--- config.mk ---
export PLATFORM = sky130hd
export DESIGN_NAME = dsg_strobe_core
export DESIGN_NICKNAME = d
export VERILOG_FILES = /design/src/core/dsg_pkg.sv /design/src/core/dsg_delay_line.sv /design/src/core/dsg_strobe_core.sv
export SDC_FILE = /design/constraint.sdc
export NUM_CORES = 2
export LEC_CHECK = 0
export BUFFER_PORTS_ARGS = -buffer_cell sky130_fd_sc_hd__buf_4
export CORE_MARGIN = 5
export CORE_UTILIZATION = 60
export CTS_CLUSTER_SIZE = 20
export DETAILED_ROUTE_END_ITERATION = 8
export PLACE_DENSITY = 0.89
export SYNTH_ARGS = -nofsm -noshare
export SYNTH_HDL_FRONTEND = slang
export SYNTH_SLANG_ARGS = --single-unit
export TNS_END_PERCENT = 10
--- constraint.sdc ---
create_clock -name core_clk_i -period 12.13 [get_ports core_clk_i]
set_clock_uncertainty 0.1 [all_clocks]
set_input_delay 0.6065 -clock core_clk_i [delete_from_list [all_inputs] [get_ports core_clk_i]]
set_output_delay 0.6065 -clock core_clk_i [all_outputs]
set_load 0.1 [all_outputs]
--- src/core/dsg_pkg.sv ---
// Shared constants for the strobe delay, gating and leveling block.
`default_nettype none
package dsg_pkg;
	// Wishbone register map, byte addresses.
	localparam int unsigned ADR_W = 8;
	localparam logic [7:0] ADR_CTRL = 8'h00;
	localparam logic [7:0] ADR_DELAY = 8'h04;
	localparam logic [7:0] ADR_OFFSET = 8'h08;
	localparam logic [7:0] ADR_LEVEL = 8'h0C;
	localparam logic [7:0] ADR_STATUS = 8'h10;

	// Control register fields and reset value (four elements in use).
	localparam int unsigned CTRL_SRC_CORE = 0;
	localparam int unsigned CTRL_BYPASS = 1;
	localparam int unsigned CTRL_OFF_EN = 2;
	localparam int unsigned CTRL_FIVE_BIT = 3;
	localparam int unsigned CTRL_HALF_RATE = 4;
	localparam int unsigned CTRL_EN_FABRIC = 5;
	localparam int unsigned CTRL_UPD_USER = 6;
	localparam int unsigned CTRL_CNT_LSB = 8;
	localparam logic [31:0] CTRL_RST = 32'h0000_0300;
	localparam logic [31:0] CTRL_MASK = 32'h0000_037F;
	localparam logic [31:0] DELAY_MASK = 32'h0000_003F;
	localparam logic [31:0] OFFSET_MASK = 32'h0000_007F;
	localparam logic [31:0] LEVEL_MASK = 32'h0000_0777;
	localparam int unsigned OFF_SUB = 6;
	localparam int unsigned LVL_WR_LSB = 0;
	localparam int unsigned LVL_RS_LSB = 4;
	localparam int unsigned LVL_PA_LSB = 8;

	// Status register fields.
	localparam int unsigned ST_SET_LSB = 0;
	localparam int unsigned ST_FIRST_LSB = 8;
	localparam int unsigned ST_GATE = 16;
	localparam int unsigned ST_ODT = 17;

	// Delay setting ranges.
	localparam int unsigned SET_W = 6;
	localparam logic [6:0] SET_MAX6 = 7'h3F;
	localparam logic [6:0] SET_MAX5 = 7'h1F;

	// Delay chain model, counted in core clock cycles.
	localparam logic [8:0] ELEM_INTR = 9'h001;
	localparam logic [9:0] LVL_INTR = 10'h001;
	localparam int unsigned STB_DEPTH = 257;
	localparam int unsigned LVL_DEPTH = 577;
	localparam int unsigned LVL_STAGES = 8;
	localparam int unsigned LVL_STEP_DEG = 45;
	localparam int unsigned LVL_MIN_FREQ_MHZ = 400;
	localparam logic [3:0] LVL_DQ_LAG = 4'h2;

	// Update enable fires once every eight rising edges of its source clock.
	localparam logic [2:0] UPD_CNT_LAST = 3'h7;

	// Positions of the pin inputs in the synchroniser vector.
	localparam int unsigned PIN_DQS = 0;
	localparam int unsigned PIN_REF = 1;
	localparam int unsigned PIN_USER = 2;
	localparam int unsigned PIN_WR = 3;
	localparam int unsigned PIN_RS = 4;
	localparam int unsigned PIN_DLL_LSB = 5;
	localparam int unsigned PIN_W = 11;
endpackage
`default_nettype wire

--- src/core/dsg_delay_line.sv ---
// Tapped shift line that models a chain of delay elements in core clock cycles.
`default_nettype none
module dsg_delay_line #(
	parameter int unsigned DEPTH = 257
) (
	input wire logic core_clk_i,
	input wire logic rstn_i,
	input wire logic d_i,
	output logic [DEPTH-1:0] taps_o
);
	logic [DEPTH-1:0] line_r;

	always_ff @(posedge core_clk_i or negedge rstn_i)
	begin
		if (!rstn_i)
		begin
			line_r <= '0;
		end
		else
		begin
			line_r <= {line_r[DEPTH-2:0], d_i};
		end
	end

	// Tap k carries the input delayed by k+1 cycles.
	assign taps_o = line_r;
endmodule
`default_nettype wire

--- src/core/dsg_strobe_core.sv ---
// Read strobe delay chain, update enable, postamble gating, leveling and termination control.
//
// Implementation choices: the address map and the Wishbone register port.
`default_nettype none
module dsg_strobe_core (
	input wire logic core_clk_i,
	input wire logic rstn_i,
	input wire logic wb_cyc_i,
	input wire logic wb_stb_i,
	input wire logic wb_we_i,
	input wire logic [dsg_pkg::ADR_W-1:0] wb_adr_i,
	input wire logic [3:0] wb_sel_i,
	input wire logic [31:0] wb_dat_i,
	output logic [31:0] wb_dat_o,
	output logic wb_ack_o,
	input wire logic dqs_i,
	input wire logic ref_clk_i,
	input wire logic user_clk_i,
	input wire logic wr_clk_i,
	input wire logic resync_clk_i,
	input wire logic [dsg_pkg::SET_W-1:0] dll_delay_i,
	input wire logic dqs_en_i,
	input wire logic dqs_en_fabric_i,
	input wire logic rd_active_i,
	input wire logic wr_active_i,
	output logic dqs_delayed_o,
	output logic dqs_gated_o,
	output logic resync_clk_o,
	output logic hr_resync_clk_o,
	output logic wl_dqs_clk_o,
	output logic wl_dq_clk_o,
	output logic odt_en_o,
	output logic upd_en_o
);
	////////////////////////////////////////////////////////////////////////////////
	function automatic logic [5:0] gray2bin(input logic [5:0] g);
		logic [5:0] b;
		b = '0;
		b[5] = g[5];
		for (int i = 4; i >= 0; i--)
			b[i] = b[i+1] ^ g[i];
		return b;
	endfunction

	function automatic logic [31:0] wmask(input logic [31:0] old, input logic [31:0] nw,
		input logic [3:0] sel, input logic [31:0] keep);
		logic [31:0] r;
		r = old;
		for (int i = 0; i < 4; i++)
			if (sel[i])
				r[i*8 +: 8] = nw[i*8 +: 8];
		return r & keep;
	endfunction

	function automatic logic [9:0] lvl_idx(input logic [3:0] sel, input logic [9:0] stage);
		return 10'({6'h00, sel} * stage);
	endfunction

	////////////////////////////////////////////////////////////////////////////////
	// Pin synchronisers; the first stage feeds only the second.
	logic [dsg_pkg::PIN_W-1:0] sync1_r;
	logic [dsg_pkg::PIN_W-1:0] sync2_r;
	logic [dsg_pkg::PIN_W-1:0] prev_r;
	wire [dsg_pkg::PIN_W-1:0] pins_raw = {dll_delay_i, resync_clk_i, wr_clk_i, user_clk_i,
		ref_clk_i, dqs_i};

	always_ff @(posedge core_clk_i or negedge rstn_i)
	begin
		if (!rstn_i)
		begin
			sync1_r <= '0;
			sync2_r <= '0;
			prev_r <= '0;
		end
		else
		begin
			sync1_r <= pins_raw;
			sync2_r <= sync1_r;
			prev_r <= sync2_r;
		end
	end

	////////////////////////////////////////////////////////////////////////////////
	// Wishbone slave: ack one cycle after the request, writes land on the ack edge.
	logic [31:0] ctrl_r;
	logic [31:0] delay_r;
	logic [31:0] offset_r;
	logic [31:0] level_r;
	logic [31:0] dat_r;
	logic ack_r;
	logic [31:0] status_w;
	wire wb_req = wb_cyc_i & wb_stb_i;
	wire wb_wr = wb_req & wb_we_i & ack_r;
	wire [31:0] rd_mux = (wb_adr_i == dsg_pkg::ADR_CTRL) ? ctrl_r :
		(wb_adr_i == dsg_pkg::ADR_DELAY) ? delay_r :
		(wb_adr_i == dsg_pkg::ADR_OFFSET) ? offset_r :
		(wb_adr_i == dsg_pkg::ADR_LEVEL) ? level_r :
		(wb_adr_i == dsg_pkg::ADR_STATUS) ? status_w : 32'h0000_0000;

	always_ff @(posedge core_clk_i or negedge rstn_i)
	begin
		if (!rstn_i)
		begin
			ack_r <= 1'b0;
			dat_r <= '0;
			ctrl_r <= dsg_pkg::CTRL_RST;
			delay_r <= '0;
			offset_r <= '0;
			level_r <= '0;
		end
		else
		begin
			ack_r <= wb_req & ~ack_r;
			if (wb_req && !ack_r)
				dat_r <= rd_mux;
			if (wb_wr && wb_adr_i == dsg_pkg::ADR_CTRL)
				ctrl_r <= wmask(ctrl_r, wb_dat_i, wb_sel_i, dsg_pkg::CTRL_MASK);
			if (wb_wr && wb_adr_i == dsg_pkg::ADR_DELAY)
				delay_r <= wmask(delay_r, wb_dat_i, wb_sel_i, dsg_pkg::DELAY_MASK);
			if (wb_wr && wb_adr_i == dsg_pkg::ADR_OFFSET)
				offset_r <= wmask(offset_r, wb_dat_i, wb_sel_i, dsg_pkg::OFFSET_MASK);
			if (wb_wr && wb_adr_i == dsg_pkg::ADR_LEVEL)
				level_r <= wmask(level_r, wb_dat_i, wb_sel_i, dsg_pkg::LEVEL_MASK);
		end
	end

	assign wb_ack_o = ack_r;
	assign wb_dat_o = dat_r;

	////////////////////////////////////////////////////////////////////////////////
	// Setting selection and update enable. Gray coding keeps the multi-bit DLL
	// setting safe to synchronise: only one bit moves per step.
	wire five_bit = ctrl_r[dsg_pkg::CTRL_FIVE_BIT];
	wire [5:0] set_gray = ctrl_r[dsg_pkg::CTRL_SRC_CORE] ? delay_r[5:0] :
		sync2_r[dsg_pkg::PIN_DLL_LSB +: dsg_pkg::SET_W];
	// A five-bit Gray word is the six-bit one with its top bit clear, so clear it first.
	wire [5:0] set_held = five_bit ? {1'b0, set_gray[4:0]} : set_gray;
	wire [5:0] set_bin = gray2bin(set_held);
	wire [5:0] off_bin = gray2bin(offset_r[5:0]);
	wire ref_rise = sync2_r[dsg_pkg::PIN_REF] & ~prev_r[dsg_pkg::PIN_REF];
	wire user_rise = sync2_r[dsg_pkg::PIN_USER] & ~prev_r[dsg_pkg::PIN_USER];
	wire upd_src_edge = ctrl_r[dsg_pkg::CTRL_UPD_USER] ? user_rise : ref_rise;
	logic [2:0] upd_cnt_r;
	logic upd_r;
	logic [5:0] set_app_r;
	logic [5:0] off_app_r;
	logic sub_app_r;

	always_ff @(posedge core_clk_i or negedge rstn_i)
	begin
		if (!rstn_i)
		begin
			upd_cnt_r <= '0;
			upd_r <= 1'b0;
			set_app_r <= '0;
			off_app_r <= '0;
			sub_app_r <= 1'b0;
		end
		else
		begin
			if (upd_src_edge)
				upd_cnt_r <= upd_cnt_r + 3'h1;
			upd_r <= upd_src_edge && upd_cnt_r == dsg_pkg::UPD_CNT_LAST;
			if (upd_r)
			begin
				set_app_r <= set_bin;
				off_app_r <= off_bin;
				sub_app_r <= offset_r[dsg_pkg::OFF_SUB];
			end
		end
	end

	////////////////////////////////////////////////////////////////////////////////
	// Strobe delay chain: first element may carry the offset, clamped to range.
	wire [6:0] set_max = five_bit ? dsg_pkg::SET_MAX5 : dsg_pkg::SET_MAX6;
	wire [6:0] sum_add = {1'b0, set_app_r} + {1'b0, off_app_r};
	wire [5:0] first_add = (sum_add > set_max) ? set_max[5:0] : sum_add[5:0];
	wire [5:0] first_sub = (off_app_r > set_app_r) ? 6'h00 : set_app_r - off_app_r;
	wire [5:0] first_set = !ctrl_r[dsg_pkg::CTRL_OFF_EN] ? set_app_r :
		(sub_app_r ? first_sub : first_add);
	wire [1:0] elem_more = ctrl_r[dsg_pkg::CTRL_CNT_LSB +: 2];
	wire [8:0] elem_step = dsg_pkg::ELEM_INTR + {3'h0, set_app_r};
	wire [8:0] stb_idx = dsg_pkg::ELEM_INTR + {3'h0, first_set} +
		9'(elem_step * {7'h00, elem_more});
	wire [dsg_pkg::STB_DEPTH-1:0] stb_taps;

	dsg_delay_line #(
		.DEPTH(dsg_pkg::STB_DEPTH)
	) u_stb_chain (
		.core_clk_i(core_clk_i),
		.rstn_i(rstn_i),
		.d_i(sync2_r[dsg_pkg::PIN_DQS]),
		.taps_o(stb_taps)
	);

	wire dqs_dly_nxt = ctrl_r[dsg_pkg::CTRL_BYPASS] ? sync2_r[dsg_pkg::PIN_DQS] :
		stb_taps[stb_idx];

	////////////////////////////////////////////////////////////////////////////////
	// Leveling chains: one write, one read, eight stages each of one element.
	wire [9:0] lvl_stage = dsg_pkg::LVL_INTR + {4'h0, set_app_r};
	wire [3:0] wr_sel = {1'b0, level_r[dsg_pkg::LVL_WR_LSB +: 3]};
	wire [9:0] wl_dqs_idx = lvl_idx(wr_sel, lvl_stage);
	wire [9:0] wl_dq_idx = lvl_idx(wr_sel + dsg_pkg::LVL_DQ_LAG, lvl_stage);
	wire [9:0] rs_idx = lvl_idx({1'b0, level_r[dsg_pkg::LVL_RS_LSB +: 3]}, lvl_stage);
	wire [9:0] pa_idx = lvl_idx({1'b0, level_r[dsg_pkg::LVL_PA_LSB +: 3]}, lvl_stage);
	wire [dsg_pkg::LVL_DEPTH-1:0] wr_taps;
	wire [dsg_pkg::LVL_DEPTH-1:0] rd_taps;

	dsg_delay_line #(
		.DEPTH(dsg_pkg::LVL_DEPTH)
	) u_wr_lvl (
		.core_clk_i(core_clk_i),
		.rstn_i(rstn_i),
		.d_i(sync2_r[dsg_pkg::PIN_WR]),
		.taps_o(wr_taps)
	);

	dsg_delay_line #(
		.DEPTH(dsg_pkg::LVL_DEPTH)
	) u_rd_lvl (
		.core_clk_i(core_clk_i),
		.rstn_i(rstn_i),
		.d_i(sync2_r[dsg_pkg::PIN_RS]),
		.taps_o(rd_taps)
	);

	////////////////////////////////////////////////////////////////////////////////
	// Postamble gating. Both capture registers reset low so the strobe starts gated.
	logic wl_dqs_r;
	logic wl_dq_r;
	logic rs_r;
	logic rs_prev_r;
	logic pa_r;
	logic pa_prev_r;
	logic hr_clk_r;
	logic hr_cap_r;
	logic post_pos_r;
	logic post_neg_r;
	logic dqs_dly_r;
	logic dqs_gated_r;
	logic odt_r;
	wire rs_rise = rs_r & ~rs_prev_r;
	wire pa_rise = pa_r & ~pa_prev_r;
	wire pa_fall = ~pa_r & pa_prev_r;
	wire hr_rise = rs_rise & ~hr_clk_r;
	wire en_dedicated = ctrl_r[dsg_pkg::CTRL_HALF_RATE] ? hr_cap_r : dqs_en_i;
	wire en_src = ctrl_r[dsg_pkg::CTRL_EN_FABRIC] ? dqs_en_fabric_i : en_dedicated;
	wire gate_w = post_pos_r & post_neg_r;

	always_ff @(posedge core_clk_i or negedge rstn_i)
	begin
		if (!rstn_i)
		begin
			wl_dqs_r <= 1'b0;
			wl_dq_r <= 1'b0;
			rs_r <= 1'b0;
			rs_prev_r <= 1'b0;
			pa_r <= 1'b0;
			pa_prev_r <= 1'b0;
			hr_clk_r <= 1'b0;
			hr_cap_r <= 1'b0;
			post_pos_r <= 1'b0;
			post_neg_r <= 1'b0;
			dqs_dly_r <= 1'b0;
			dqs_gated_r <= 1'b0;
			odt_r <= 1'b0;
		end
		else
		begin
			wl_dqs_r <= wr_taps[wl_dqs_idx];
			wl_dq_r <= wr_taps[wl_dq_idx];
			rs_r <= rd_taps[rs_idx];
			rs_prev_r <= rs_r;
			pa_r <= rd_taps[pa_idx];
			pa_prev_r <= pa_r;
			if (rs_rise)
				hr_clk_r <= ~hr_clk_r;
			if (hr_rise)
				hr_cap_r <= dqs_en_i;
			if (pa_rise)
				post_pos_r <= en_src;
			if (pa_fall)
				post_neg_r <= post_pos_r;
			dqs_dly_r <= dqs_dly_nxt;
			dqs_gated_r <= dqs_dly_nxt & gate_w;
			// A write wins over a read so the driver never sees its own termination.
			if (wr_active_i)
				odt_r <= 1'b0;
			else if (rd_active_i)
				odt_r <= 1'b1;
		end
	end

	assign status_w = (32'({26'h0, set_app_r}) << dsg_pkg::ST_SET_LSB) |
		(32'({26'h0, first_set}) << dsg_pkg::ST_FIRST_LSB) |
		(32'({31'h0, gate_w}) << dsg_pkg::ST_GATE) |
		(32'({31'h0, odt_r}) << dsg_pkg::ST_ODT);
	assign dqs_delayed_o = dqs_dly_r;
	assign dqs_gated_o = dqs_gated_r;
	assign resync_clk_o = rs_r;
	assign hr_resync_clk_o = hr_clk_r;
	assign wl_dqs_clk_o = wl_dqs_r;
	assign wl_dq_clk_o = wl_dq_r;
	assign odt_en_o = odt_r;
	assign upd_en_o = upd_r;

	////////////////////////////////////////////////////////////////////////////////
	a_upd_loads_set: assert property (@(posedge core_clk_i) disable iff (!rstn_i)
		(set_app_r != $past(set_app_r)) |-> $past(upd_r))
		else $error("applied delay setting changed without update enable");
	a_five_bit_msb: assert property (@(posedge core_clk_i) disable iff (!rstn_i)
		(upd_r && five_bit) |=> !set_app_r[5])
		else $error("five-bit mode loaded a nonzero setting MSB");
	a_bypass_zero_shift: assert property (@(posedge core_clk_i) disable iff (!rstn_i)
		ctrl_r[dsg_pkg::CTRL_BYPASS] |=> (dqs_dly_r == $past(sync2_r[dsg_pkg::PIN_DQS])))
		else $error("bypass did not pass the strobe straight through");
	a_gate_blocks_strobe: assert property (@(posedge core_clk_i) disable iff (!rstn_i)
		!gate_w |=> !dqs_gated_r)
		else $error("strobe passed while the gate was closed");
	a_gate_open_half: assert property (@(posedge core_clk_i) disable iff (!rstn_i)
		(gate_w && !$past(gate_w)) |-> $past(pa_fall))
		else $error("gate opened away from a postamble clock fall");
	a_post_clk_edge: assert property (@(posedge core_clk_i) disable iff (!rstn_i)
		(post_pos_r != $past(post_pos_r)) |-> $past(pa_rise) && post_pos_r == $past(en_src))
		else $error("postamble register moved without a postamble clock rise");
	a_odt_write_off: assert property (@(posedge core_clk_i) disable iff (!rstn_i)
		wr_active_i |=> !odt_en_o)
		else $error("termination left on during a write");
	a_odt_read_on: assert property (@(posedge core_clk_i) disable iff (!rstn_i)
		(rd_active_i && !wr_active_i) ##1 !wr_active_i [*2] |-> odt_en_o)
		else $error("termination not on during a read");
	a_hr_clk_toggle: assert property (@(posedge core_clk_i) disable iff (!rstn_i)
		rs_rise |=> (hr_clk_r != $past(hr_clk_r)))
		else $error("half-rate clock missed a resync rise");
	a_wb_ack_pulse: assert property (@(posedge core_clk_i) disable iff (!rstn_i)
		wb_ack_o |=> !wb_ack_o)
		else $error("bus ack held longer than one cycle");
endmodule
`default_nettype wire

==> reports/metrics.csv <==
metric,value,unit
Worst Tran Pin Value,1.31,ns
max cap viols,0,
overall via count from detail_route,43400,
final setup TNS,0,ns
layout net count,4767,
sequential-to-total area share from yosys stat,59.6,%
async set-reset flop share out of synthesis,100,%
WHS Endpoint,post_pos_r,
fin crit share,67.1,%
total routed wirelength,173000,um
total power,0.0130,W
final hold vios,0,
layout cell share with drive strength beyond 1,17.1,%
H-tree depth,4,
Post-Syn Area,0.0635,mm2
starting density of the core,60.3,%
Max clock buf depth,3,
CTS tree,done,
post-synth cell types,92,
Resized cells post-CTS,0,
worst path arrival time,8.70,ns
vias in the first global route,46000,
post-detailed-route count of antenna-violating nets,0,
drt pass-1 iters,7,
Synth area leaders,"dfrtp_1 60%, mux4_2 11%, mux2i_1 5.8%",
Hold Path Cell Cnt,3,
Sink Count,1512,
PD cells,184,mW/mm2
synthesis-stage register bit count,1512,
Fillers,6422,
DRC errors left,0,
FMAX,123,MHz
Worst Path Required,12.69,ns
Iter 0 DRT Violations,5464,
min cycle time layout,8.14,ns
initial antenna violation count,2,
worst r2r src,set_app_r[1],
Mapped Cells,4564,
worst reg-to-reg path cell count,25,
GP Congestion,0.938,
Port Buffers,63,
Synth top area share,59.5,%
first-pass GRT wire length,272000,um
CP startpoint kind,flip-flop,
Leak,31.2,nW
synthesis-to-layout area growth,10.8,%
All-Layer GR Usage,31.1,%
largest net degree at the start of global routing,204,
die height,335,um
crit end category,flip-flop,
clk root buf,clkbuf_16,
"Max FO, Critical Path",45,
final setup violation count,0,
crit path kind,flip-flop to flip-flop,
"setup slack, reg-to-reg",3.99,ns
Crit-path slowest cell,fa_2,
Slew headroom,12.1,%
Clock transition at path regs,0.07,ns
worst skew pair latency,0.78,ns
die width,335,um
synth cell count leaders,"1510 x dfrtp_1, 528 x nand2_1, 368 x mux2i_1",
"slowest stage delay, CP",0.99,ns
cell taking the most area after synthesis,dfrtp_1,
max-slew violations,0,
status,completed,
IO Count,105,
area of the core,0.105,mm2
# rows,119,
total CTS buffers,147,
Synth Flop Type,dfrtp_1,
hold wc startpoint,dqs_en_fabric_i,
syn_area_per_cell,13.9,um2
wire length per cell,28.4,um
most frequent cell after synthesis,dfrtp_1,
RSZ-0062 raised after global routing,no,
Syn. warnings,0,
GRT Residual Overflow,0,
Hold Path Class,input pin to flip-flop,
"IR drop worst, VDD",231,uV
dpl hpwl,99100,um
reg2reg end,dqs_gated_o,
Vias/cell,7.09,
die footprint,0.112,mm2
"EDFF count, synth",0,
## through the flow
stage	area, um2	util, %	worst slack, ns	hold WS (ns)	instances
5_1_grt	70400	66.8	3.58	0.143	6115
6_report	70400	66.8	3.99	0.113	6117
3_5_place_dp	65000	61.7	4.51	0.236	5818
2_1_floorplan	63600	-	5.91	0.211	4580
3_3_place_gp	65000	61.7	4.60	0.232	5818
4_1_cts	70400	66.8	4.15	0.0919	6115
## worst max-delay path by stage
stage | from | end | slack, ns | cells past startpoint
2_1_floorplan | set_app_r[1] | dqs_gated_o | 5.91 | 26
3_3_place_gp | set_app_r[1] | dqs_gated_o | 4.60 | 25
3_5_place_dp | set_app_r[1] | dqs_gated_o | 4.51 | 25
4_1_cts | set_app_r[1] | dqs_gated_o | 4.15 | 25
5_1_grt | set_app_r[1] | dqs_gated_o | 3.58 | 25
6_report | set_app_r[1] | dqs_gated_o | 3.99 | 25
## sequential cells by signal, indices dropped and copies added, names as in the netlist, 7 cells and up
signal              count
sync1_r                11
u_stb_chain.taps_o    257
wb_dat_o               15
offset_r                7
u_rd_lvl.taps_o       577
u_wr_lvl.taps_o       577
sync2_r                11
level_r                 9
ctrl_r                  9
## layout make-up
cell class	count	area (um2)	share of cell area [%]
diodes	2	5.00	0.00711
clock buffers	219	4280	6.08
clock inverters	53	820	1.16
inverters	53	199	0.283
multi-input cells	2712	24000	34.1
flip-flops and latches	1512	37800	53.8
well taps	1391	1740	2.47
repair buffers	175	1500	2.13
## metal layers
| layer | track usage [%] | share of wire, % | vias up |
|---|---|---|---|
| met4 | 18.2 | 6.8 | 2 |
| met5 | 0 | 0.0075 | - |
| met2 | 47.2 | 46 | 3434 |
| li1 | - | - | 16900 |
| met3 | 9.73 | 12 | 953 |
| met1 | 40.1 | 36 | 22000 |
## placed cells by master (no fill, tap or decap), types with 35 or more instances in the layout
master and count:
nand2_1 527, nand3_1 137, o21ai_0 61, o22ai_1 35
nand4_1 55, clkbuf_1 39, a32oi_1 51, o221ai_1 37
ha_1 59, a22oi_1 77, buf_4 141, clkbuf_16 147
nor2_1 125, mux2_2 61, inv_1 49, a31oi_1 60
dfrtp_1 1510, mux4_2 317, a21oi_1 100, and2_1 49
xnor2_1 39, mux2i_1 368, nor2b_1 66
## cells by family after synthesis
group                      count (synthesis)  share of synthesized area [%]
other                                      1                        0.00591
muxes                                    755                           18.3
AOI/OAI and AO/OA                        684                           7.84
adders and majority gates                102                           2.44
xor gates and xnor gates                  61                          0.841
and+or+nand+nor                         1093                           7.94
DFF                                     1512                           59.6
buffers and inverters                    356                           3.03
## power by group
group / internal (W) / switching [W] / leakage [nW]
clock: 0.00274 / 0.00207 / 2.49
sequential: 0.00510 / 0.0000739 / 20.7
combinational: 0.00104 / 0.00193 / 8.01
total: 0.00888 / 0.00408 / 31.2
## what timing repair did
action                                 4_1_cts  5_1_grt
setup endpoints to repair                    0        0
hold buffers                                25        0
setup buffers                                0        0
endpoints found under the hold margin      192        0
## worst max-delay path: cells and delay by family, from the launching register on
family | cells | cell delay [ns]
buffers and inverters | 2 | 0.70
AND/OR/NAND/NOR | 6 | 0.97
multiplexers | 1 | 0.43
XOR/XNOR | 1 | 0.18
flip-flops | 1 | 0.57
adder cells (fa/ha/maj) | 4 | 2.20
AO/OA/AOI/OAI | 11 | 2.83
(Power assumes the default switching activity.)
